**config.mk**
```make
export PLATFORM = sky130hd
export DESIGN_NAME = gpio_port
export DESIGN_NICKNAME = d
export VERILOG_FILES = /design/src/inc/gpio_port_pkg.sv /design/src/core/gpio_port.sv
export SDC_FILE = /design/constraint.sdc
export NUM_CORES = 1
export LEC_CHECK = 0
export CORE_MARGIN = 2
export CORE_UTILIZATION = 50
export CTS_BUF_LIST = sky130_fd_sc_hd__clkbuf_4 sky130_fd_sc_hd__clkbuf_8
export CTS_CLUSTER_DIAMETER = 30
export CTS_CLUSTER_SIZE = 30
export DETAILED_ROUTE_END_ITERATION = 12
export DONT_BUFFER_PORTS = 1
export PLACE_DENSITY = 0.74
export REMOVE_ABC_BUFFERS = 1
export SLEW_MARGIN = 20
export SYNTH_ARGS = -nofsm -noshare
export SYNTH_HDL_FRONTEND = slang
export SYNTH_SLANG_ARGS = --single-unit
export TNS_END_PERCENT = 5
```
**constraint.sdc**
```tcl
create_clock -name mclk -period 2.1 [get_ports mclk]
set_clock_uncertainty 0.15 [all_clocks]
set_input_delay 0.105 -clock mclk [delete_from_list [all_inputs] [get_ports mclk]]
set_output_delay 0.105 -clock mclk [all_outputs]
set_load 0.02 [all_outputs]
```
**src/inc/gpio_port_pkg.sv**
```systemverilog
package gpio_port_pkg;

    // ------------------------------------------------------------
    // register indices (byte address is four times the index)
    // ------------------------------------------------------------
    localparam logic [7:0] STATUS_IDX = 8'h03;
    localparam logic [7:0] PORT_IDX = 8'h05;
    localparam logic [7:0] INTCTL_IDX = 8'h0B;
    localparam logic [7:0] OPTION_IDX = 8'h81;
    localparam logic [7:0] DIR_IDX = 8'h85;
    localparam logic [7:0] CONFIG_IDX = 8'h90;
    localparam logic [7:0] ANALOG_IDX = 8'h91;

    // ------------------------------------------------------------
    // reset values
    // ------------------------------------------------------------
    localparam logic [7:0] STATUS_RST = 8'h18;
    localparam logic [7:0] PORT_RST = 8'hC0;
    localparam logic [7:0] INTCTL_RST = 8'h00;
    localparam logic [7:0] OPTION_RST = 8'hFF;
    localparam logic [5:0] DIR_RST = 6'h3F;
    localparam logic [7:0] CONFIG_RST = 8'h04;
    localparam logic [4:0] ANALOG_RST = 5'h17;

    // ------------------------------------------------------------
    // field positions
    // ------------------------------------------------------------
    localparam int STATUS_KEEP_MSB = 5;
    localparam int PULLUP_DIS_BIT = 7;
    localparam int CHG_EN_BIT = 3;
    localparam int CHG_FLAG_BIT = 0;
    localparam int INPUT_ONLY_BIT = 3;
    localparam int EE_DATA_BIT = 6;
    localparam int EE_CLOCK_BIT = 7;
    localparam int CFG_OSC_LSB = 0;
    localparam int CFG_MASTER_CLEAR_INPUT_BIT = 3;
    localparam int CFG_CLOCK_OUTPUT_PIN_BIT = 4;
    localparam logic [5:0] GROUP_MASK = 6'h0B;
    localparam logic [5:0] OSC_PIN_MASK = 6'h30;

    // ------------------------------------------------------------
    // timing: clock output is the instruction rate, mclk / 4
    // ------------------------------------------------------------
    localparam int CLOCK_OUTPUT_PIN_DIV_BITS = 2;

    typedef enum logic [2:0] {
        OSC_LP = 3'h0,
        OSC_XT = 3'h1,
        OSC_HS = 3'h2,
        OSC_INTERNAL_RC_OSC_MODE = 3'h4,
        OSC_EXTERNAL_RC_OSC_MODE = 3'h6
    } osc_mode_t;

endpackage

```
**src/core/gpio_port.sv**
```systemverilog
// Added by the designer: the Avalon-MM register port.
`timescale 1ns/1ns
`default_nettype none
module gpio_port
    import gpio_port_pkg::*;
(
    // clock and reset
    input wire logic mclk,
    input wire logic rst,
    // avalon-mm slave
    input wire logic [9:0] address,
    input wire logic read,
    input wire logic write,
    input wire logic [31:0] writedata,
    output logic [31:0] readdata,
    output logic waitrequest,
    // general pins
    input wire logic [5:0] pinIn,
    output logic [5:0] pinOut,
    output logic [5:0] pinOe,
    output logic [5:0] pullEn,
    // eeprom link, open drain
    input wire logic eeDataIn,
    output logic eeDataOut,
    output logic eeDataOe,
    input wire logic eeClockIn,
    output logic eeClockOut,
    output logic eeClockOe,
    // change detect
    output logic changeFlag
);

    // ------------------------------------------------------------
    // state
    // ------------------------------------------------------------
    logic [7:0] status_r;
    logic [7:0] latch_r;
    logic [7:0] intCtl_r;
    logic [7:0] option_r;
    logic [5:0] dir_r;
    logic [7:0] config_r;
    logic [4:0] analog_r;
    logic [7:0] snap_r;
    wire [7:0] level_r;
    logic [CLOCK_OUTPUT_PIN_DIV_BITS-1:0] div_r;
    logic [31:0] readdata_r;
    logic waitreq_r;
    logic [5:0] pinOut_r;
    logic [5:0] pinOe_r;
    logic [5:0] pullEn_r;
    logic eeDataOe_r;
    logic eeClockOe_r;
    logic changeFlag_r;

    // ------------------------------------------------------------
    // input synchronisers, three stages per line
    // ------------------------------------------------------------
    wire [7:0] rawIn = {eeClockIn, eeDataIn, pinIn};

    genvar gi;
    generate
        for (gi = 0; gi < 8; gi++) begin : g_sync
            // each line keeps its own stages, so no vector has two writers
            logic s1_r;
            logic s2_r;
            logic s3_r;
            logic lvl_r;
            always_ff @(posedge mclk) begin
                if (rst) begin
                    s1_r <= 1'b1;
                    s2_r <= 1'b1;
                    s3_r <= 1'b1;
                    lvl_r <= 1'b1;
                end else begin
                    s1_r <= rawIn[gi];
                    s2_r <= s1_r;
                    s3_r <= s2_r;
                    // a change counts once stages two and three agree
                    if (s2_r == s3_r) begin
                        lvl_r <= s3_r;
                    end
                end
            end
            assign level_r[gi] = lvl_r;
        end
    endgenerate

    // ------------------------------------------------------------
    // configuration decode
    // ------------------------------------------------------------
    wire [2:0] oscMode = config_r[CFG_OSC_LSB +: 3];
    wire rcMode = (oscMode == OSC_EXTERNAL_RC_OSC_MODE) || (oscMode == OSC_INTERNAL_RC_OSC_MODE);
    wire mclrMode = config_r[CFG_MASTER_CLEAR_INPUT_BIT];
    wire clkOutMode = rcMode && config_r[CFG_CLOCK_OUTPUT_PIN_BIT];
    // pins 0,1,2 and 4 as analog inputs
    wire [5:0] analogMask = {1'b0, analog_r[4], 1'b0, analog_r[2:0]};

    // alternate functions take the pin away from the port
    wire [5:0] altMask;
    // oscillator owns pins four and five
    assign altMask = analogMask
                   | (rcMode ? 6'h00 : OSC_PIN_MASK)
                   | (clkOutMode ? 6'h10 : 6'h00)
                   | (mclrMode ? 6'h08 : 6'h00);

    // direction as seen by software and by the drivers
    wire [5:0] dirEff;
    // oscillator pins forced to one outside RC
    assign dirEff = {rcMode ? dir_r[5] : 1'b1,
                     rcMode ? dir_r[4] : 1'b1,
                     1'b1,
                     dir_r[2:0]};

    // ------------------------------------------------------------
    // bus decode
    // ------------------------------------------------------------
    // only word-aligned byte addresses hit; other offsets read zero
    wire hitStatus = (address == {STATUS_IDX, 2'b00});
    wire hitPort = (address == {PORT_IDX, 2'b00});
    wire hitIntCtl = (address == {INTCTL_IDX, 2'b00});
    wire hitOption = (address == {OPTION_IDX, 2'b00});
    wire hitDir = (address == {DIR_IDX, 2'b00});
    wire hitConfig = (address == {CONFIG_IDX, 2'b00});
    wire hitAnalog = (address == {ANALOG_IDX, 2'b00});

    // the access completes at the edge that sees waitrequest low
    wire accept = (read || write) && waitreq_r;
    wire doWrite = write && !waitreq_r;
    wire doRead = read && !waitreq_r;
    wire [7:0] wd = writedata[7:0];

    // pins are read, never the latches
    // top bits show the eeprom line levels
    // six general pins under two link bits
    wire [7:0] portView;
    assign portView = {level_r[7:6], level_r[5:0] & ~altMask};

    wire [7:0] readMux;
    assign readMux = hitStatus ? status_r :
                     hitPort ? portView :
                     hitIntCtl ? intCtl_r :
                     hitOption ? option_r :
                     hitDir ? {2'b00, dirEff} :
                     hitConfig ? config_r :
                     hitAnalog ? {3'b000, analog_r} :
                     8'h00;

    // ------------------------------------------------------------
    // change detect
    // ------------------------------------------------------------
    wire [5:0] groupEn;
    // one enable for the whole group
    // master clear pin leaves the group
    assign groupEn = mclrMode ? (GROUP_MASK & ~6'h08) : GROUP_MASK;
    // only with the enable bit set
    // compare against the last read snapshot
    wire changeSet = intCtl_r[CHG_EN_BIT]
                   && |((level_r[5:0] ^ snap_r[5:0]) & groupEn);

    // ------------------------------------------------------------
    // bus handshake
    // ------------------------------------------------------------
    // one wait state always: readdata is registered at the request
    // edge, so a read shows register state one cycle before the answer
    always_ff @(posedge mclk) begin
        if (rst) begin
            waitreq_r <= 1'b1;
            readdata_r <= 32'h0000_0000;
        end else begin
            waitreq_r <= !accept;
            if (accept) begin
                readdata_r <= {24'h00_0000, readMux};
            end
        end
    end

    // ------------------------------------------------------------
    // port latches and read snapshot
    // ------------------------------------------------------------
    always_ff @(posedge mclk) begin
        if (rst) begin
            latch_r <= PORT_RST;
            snap_r <= 8'h00;
        end else if (doWrite && hitPort) begin
            latch_r <= wd;
        // inputs captured only at a read
        // the snapshot is what the change detect compares against
        end else if (doRead && hitPort) begin
            snap_r <= portView;
        end
    end

    // ------------------------------------------------------------
    // direction register
    // ------------------------------------------------------------
    wire [5:0] dirNxt;
    // oscillator bits only in RC modes
    assign dirNxt = {rcMode ? wd[5] : dir_r[5],
                     (rcMode && !clkOutMode) ? wd[4] : dir_r[4],
                     1'b1,
                     wd[2:0]};

    always_ff @(posedge mclk) begin
        if (rst) begin
            dir_r <= DIR_RST;
        end else if (doWrite && hitDir) begin
            dir_r <= dirNxt;
        end
    end

    // ------------------------------------------------------------
    // control registers
    // ------------------------------------------------------------
    // config and analog stand in for the fuse word and analog select
    always_ff @(posedge mclk) begin
        if (rst) begin
            status_r <= STATUS_RST;
            option_r <= OPTION_RST;
            config_r <= CONFIG_RST;
            analog_r <= ANALOG_RST;
        end else if (doWrite) begin
            if (hitStatus) begin
                // reserved bank bits stay clear
                status_r <= {2'b00, wd[STATUS_KEEP_MSB:0]};
            end
            if (hitOption) begin
                option_r <= wd;
            end
            if (hitConfig) begin
                config_r <= {3'b000, wd[4:0]};
            end
            if (hitAnalog) begin
                analog_r <= wd[4:0];
            end
        end
    end

    // hardware set wins over a software clear of the flag
    always_ff @(posedge mclk) begin
        if (rst) begin
            intCtl_r <= INTCTL_RST;
        end else if (doWrite && hitIntCtl) begin
            intCtl_r <= {wd[7:1], wd[CHG_FLAG_BIT] | changeSet};
        end else if (changeSet) begin
            intCtl_r[CHG_FLAG_BIT] <= 1'b1;
        end
    end

    // ------------------------------------------------------------
    // clock output divider
    // ------------------------------------------------------------
    // free running, so the clock output phase is not tied to any write
    always_ff @(posedge mclk) begin
        if (rst) begin
            div_r <= '0;
        end else begin
            div_r <= div_r + 1'b1;
        end
    end

    // ------------------------------------------------------------
    // pin drivers
    // ------------------------------------------------------------
    wire [5:0] oeNxt;
    // zero drives the latch, one tristates
    // input-only pin never driven
    // analog and alternate pins are never driven, whatever the direction, except pin four as the clock output
    assign oeNxt = (~dirEff & ~altMask & ~analogMask & ~6'h08)
                 | (clkOutMode ? 6'h10 : 6'h00);

    wire [5:0] outNxt;
    assign outNxt = clkOutMode
                  ? {latch_r[5], div_r[CLOCK_OUTPUT_PIN_DIV_BITS-1], latch_r[3:0]}
                  : latch_r[5:0];

    wire [5:0] pullNxt;
    // clear bit enables the group pull-ups
    assign pullNxt = (option_r[PULLUP_DIS_BIT] ? 6'h00 : GROUP_MASK)
                   | (mclrMode ? 6'h08 : 6'h00);

    always_ff @(posedge mclk) begin
        if (rst) begin
            pinOut_r <= 6'h00;
            pinOe_r <= 6'h00;
            pullEn_r <= 6'h00;
            changeFlag_r <= 1'b0;
        end else begin
            pinOut_r <= outNxt;
            pinOe_r <= oeNxt;
            pullEn_r <= pullNxt;
            changeFlag_r <= intCtl_r[CHG_FLAG_BIT];
        end
    end

    // ------------------------------------------------------------
    // eeprom link: a released line reads high, a zero pulls low
    // ------------------------------------------------------------
    // data may follow its latch while the clock is held low, or
    // while the clock is already high and stays high (start/stop)
    wire dataMayMove = eeClockOe_r
                     || (latch_r[EE_CLOCK_BIT] && !eeClockOe_r);
    // the clock may rise only after the data line has settled
    wire dataSettled = (eeDataOe_r == !latch_r[EE_DATA_BIT]);
    wire clockMayMove = !latch_r[EE_CLOCK_BIT] || dataSettled;

    always_ff @(posedge mclk) begin
        if (rst) begin
            eeDataOe_r <= 1'b0;
            eeClockOe_r <= 1'b0;
        end else begin
            // data moves under a low clock, or under a high clock that stays high
            if (dataMayMove) begin
                eeDataOe_r <= !latch_r[EE_DATA_BIT];
            end
            if (clockMayMove) begin
                eeClockOe_r <= !latch_r[EE_CLOCK_BIT];
            end
        end
    end

    // ------------------------------------------------------------
    // outputs
    // ------------------------------------------------------------
    assign readdata = readdata_r;
    assign waitrequest = waitreq_r;
    assign pinOut = pinOut_r;
    assign pinOe = pinOe_r;
    assign pullEn = pullEn_r;
    // open drain: the drive value is always low, only the enable moves
    assign eeDataOut = 1'b0;
    assign eeDataOe = eeDataOe_r;
    assign eeClockOut = 1'b0;
    assign eeClockOe = eeClockOe_r;
    assign changeFlag = changeFlag_r;

endmodule
`default_nettype wire

```
Word-level counts from Yosys, hierarchy flattened
Cells that the tools add are included.
Widths: inputs -> output; s select.

word-level totals
  bits in registers = 115
  bits of input ports = 54
  word-level logic and storage cells = 133

cells by class
  $add $sub $neg = 1
  equal/unequal tests = 18
  muxes and demuxes = 17
  bitwise gates (word level) = 15
  reduce and logical (&&, ||, !) cells = 30

operators by type and width
  cell                  number
  $eq 10x10->1 const B  4
  $mux 8                4
  $mux 5                4
  $and 6x6->6           3
  $reduce_and 2->1      7
  $mux 4                3
  $mux 6                2
  $not 6->6             2
  $or 6x6->6            2
  $logic_and 1x1->1     11
  $eq 10x4->1 const B   1
  $eq 10x5->1 const B   1
  $eq 10x6->1 const B   1
  $eq 1x1->1            9
  $and 6x4->6           1
  $eq 3x3->1 const B    2
  $logic_not 1->1       6
  $not 5->6             1
  $or 5x6->6            1
  $or 6x5->6            1
  $reduce_or 6->1       1
  $xor 6x6->6           1
  $logic_or 1x1->1      4
  $mux 1                4
  other kinds (5)       5

Longest topological paths before layout
  word-level depth = 10
  mapped depth = 7

Worst setup path after synthesis
OpenSTA, ideal clock, no wires.

  kind = input-to-reg
  from = in address[1]
  to = reg readdata_r[4] (netlist: readdata[4])
  library setup time = 0.121 ns
  arrival time = 1.657 ns
  data required time = 1.829 ns
  setup slack = 0.172 ns
  cell stages on the path = 6
  path buffers = 1
  cell sequence = or4b_1 -> buf_6 -> or4_4 -> o21ai_2 -> o32a_2 -> o31ai_1

between the ends
  longest elaborated chain between the ends = 8
  elaborated cells on any way between the ends = 14
  classes of those cells = 7 x eq/ne; 7 x mux

RTL lines
  item                  RTL line          RTL
  start, declared       gpio_port.sv:11   input wire logic [9:0] address,
  $eq 10x10->1          gpio_port.sv:124  wire hitAnalog = (address == {ANALOG_IDX, 2'b00});
  $mux 5                gpio_port.sv:145  hitAnalog ? {3'b000, analog_r} :
  $mux 5                gpio_port.sv:144  hitConfig ? config_r :
  $mux 6                gpio_port.sv:143  hitDir ? {2'b00, dirEff} :
  $mux 8                gpio_port.sv:142  hitOption ? option_r :
  $mux 8                gpio_port.sv:141  hitIntCtl ? intCtl_r :
  $mux 8                gpio_port.sv:140  hitPort ? portView :
  $mux 8 (*)            gpio_port.sv:139  assign readMux = hitStatus ? status_r :
  end signal, assigned  gpio_port.sv:172  readdata_r <= {24'h00_0000, readMux};
  end, declared         gpio_port.sv:46   logic [31:0] readdata_r;

Mark *: on every way between the ends. The rest lies on a longest branch, timed or not.
A chain may end at the register's enable or synchronous reset.

Worst setup path after layout
  from = in address[1]
  to = reg status_r[0]

between the ends
  longest elaborated chain between the ends = 2

RTL lines
  item                        RTL line          RTL
  $eq 10x4->1                 gpio_port.sv:118  wire hitStatus = (address == {STATUS_IDX, 2'b00});
  $reduce_and 2->1 (no line)  --
  end signal, assigned        gpio_port.sv:224  status_r <= {2'b00, wd[STATUS_KEEP_MSB:0]};
  end, declared               gpio_port.sv:36   logic [7:0] status_r;

No other way between the ends.

==> impl_metrics.tcl <==
set metrics [dict create \
    arrival_ps 2240 \
    slowest_stage "or4_4" \
    clk_latency_ps 380 \
    min_path_type "in2reg" \
    grt_start_max_net_pins 74 \
    drv_slew 0 \
    total_power_uw 3560 \
    maxSlewHeadroom 0.667 \
    fin_cells 674 \
    finalSetupTns_ps 0 \
    cts.sinks 107 \
    multi_input_comb_area_um2 2140 \
    viasPerCell 5.56 \
    maxCapViolCount 0 \
    drive_above_1_share 0.152 \
    place_inst 612 \
    ys_seq_area_frac 0.471 \
    initial_core_util 0.519 \
    ys.flop_type "dfxtp_1" \
    syn-instance-count 511 \
    worstSetupEndpointType "flop" \
    first_pass_iters 6 \
    num_rows 34 \
    grt_overflow 0 \
    tightest_slew_ps 487 \
    htree_levels 3 \
    cts_tree "done" \
    finalNetCount 613 \
    max-vdd-ir-drop_mv 0.322 \
    die_w_um 99.4 \
    detailed_place.area_um2 4600 \
    drtIter0Drc 295 \
    cts_made_buffers 9 \
    die-area_um2 9880 \
    p_per_area_nw_per_um2 678 \
    grt_pass1_wl_mm 17.7 \
    place_congestion 0.899 \
    root_buffer "clkbuf_8" \
    post-route-min-period_ps 2070 \
    die_height_um 99.4 \
    setup_viol 0 \
    design.core.area_um2 8760 \
    required_ps 2280 \
    crit_type "in2reg" \
    clk_pin_slew_ps 110 \
    critPathMaxFanout 8 \
    seq_area_um2 2140 \
    drt_wl_total_mm 11.2 \
    cp-start-kind "input port" \
    wl_per_cell_um 16.6 \
    async_flop_share 0 \
    areaGrowthSynthToFinish_pct 15.5 \
    cp_slowest_stage_delay_ps 550 \
    fillCellCount 777 \
    drc 0 \
    antenna_found_initial 2 \
    synth_edf_count 0 \
    finalHoldViolations 0 \
    grt_pass1_vias 3571 \
    outcome "complete, no violations" \
    grt_usage 0.230 \
    leakagePower_uw 0.00201 \
    crit_chain "or4b_4, buf_6, or4_4, nor2_8, nand2_1, a21oi_2, dlygate4sd3_1" \
    synth_seq_cells 107 \
    hpwlAfterDp_mm 7.39 \
    final_area_um2 5250 \
    synth-warning-count 0 \
    synth_area_per_cell_um2 8.90 \
    io_pins 110 \
    num_vias 3747 \
    fin_crit_sh 0.983 \
    io_buffer_count 0 \
    ant_nets 0 \
    ys_types 60 \
    syn_area_um2 4550 \
    clk_path_buf_depth 2 \
    max_freq_mhz 484 \
]
-- critical path, delay by kind of cell --
| family | cells | cell delay, ps |
|---|---|---|
| compound gates | 1 | 130 |
| buf+inv | 2 | 720 |
| simple gates | 4 | 1290 |
-- per-stage QoR --
step	setup slack [ps]	util	hold WS [ps]
detailed placement	80.0	0.525	30.9
finish	34.9	0.600	13.5
global route	-12.7	0.600	12.9
CTS	14.7	0.594	3.17
floorplan	-55.0	-	17.4
global placement	100	0.525	32.1
-- cell usage after synthesis, drive strengths merged (4+ instances only) --
cell type  number  area, um^2
a21oi          37         200
a31oi           7        43.8
buf            42         298
clkbuf         12        45.0
dfxtp         107        2140
inv            12        45.0
mux2i          15         150
nand2          77         289
nand2b          8        50.1
nand3          17        90.1
nor2           38         159
nor2b          11        68.8
nor3           10        61.3
nor4            9         138
o211ai          6        45.0
o21ai          26         134
or2            25         156
or3             4        25.0
xnor2           5        43.8
-- path summary, 6_finish.rpt --
check                      start             end  slack, ps  cells past startpoint
setup / recovery      address[1]     status_r[0]         30                      7
hold / removal        address[9]     readdata[1]         10                      4
setup reg to reg     waitrequest     intCtl_r[0]         70                      6
hold reg to reg   g_sync[0].s1_r  g_sync[0].s2_r        270                      1
-- power by group --
group	internal (uW)	switching (uW)	leakage, uW
logic	98.2	181	0.00105
clock network	453	750	0.0000925
registers	2060	21.6	0.000869
-- state kept, by name, indices dropped and copies added, names as in the netlist, 8 cells and up --
register,cells
latch_r,8
g_sync.s1_r,8
g_sync.lvl_r,8
intCtl_r,8
g_sync.s2_r,8
option_r,8
g_sync.s3_r,8
readdata,8
-- layout by cell type, fill, tap and decap left out, drive strengths merged, types with 11 or more instances in the layout --
cell type,netlist,final
dfxtp,107,107
nand2,77,77
dlygate4sd3,0,39
nor2,38,38
a21oi,37,37
conb,1,30
o21ai,26,26
or2,25,25
buf,42,22
nand3,17,17
inv,12,16
mux2i,15,15
nor2b,11,11
-- layout make-up --
type                    instances  area share
repair buffers                 62       0.115
flip-flops and latches        107       0.408
diodes                          2    0.000953
multi-input cells             366       0.407
clock inverters                 7      0.0112
inverters                      13     0.00929
clock buffers                   9      0.0236
well taps                     108      0.0257
-- per-layer routing --
layer / track usage / part of all wire / vias up
met5: 0 / 0 / -
met3: 0.0513 / 0.077 / 25
li1: - / - / 1802
met1: 0.279 / 0.41 / 1768
met4: 0.114 / 0.029 / 0
met2: 0.385 / 0.49 / 152
-- cells by family (layout without fill, tap and decap cells) --
kind of cell / count (synthesis) / after routing / synth area share
other cells: 1 / 32 / 0.000825
simple gates: 210 / 210 / 0.249
xor+xnor: 5 / 5 / 0.00963
flops: 107 / 107 / 0.471
compound gates: 104 / 104 / 0.146
mux: 17 / 17 / 0.0380
buf+inv: 67 / 91 / 0.0861
-- timing repair --
action | CTS | global route
setup endpoints to repair | 0 | 9
resized for setup | 0 | 7
buffers inserted | 0 | 3
hold buffers | 41 | 0
hold endpoints to repair | 98 | 0
Power figures use the tool's default switching activity.
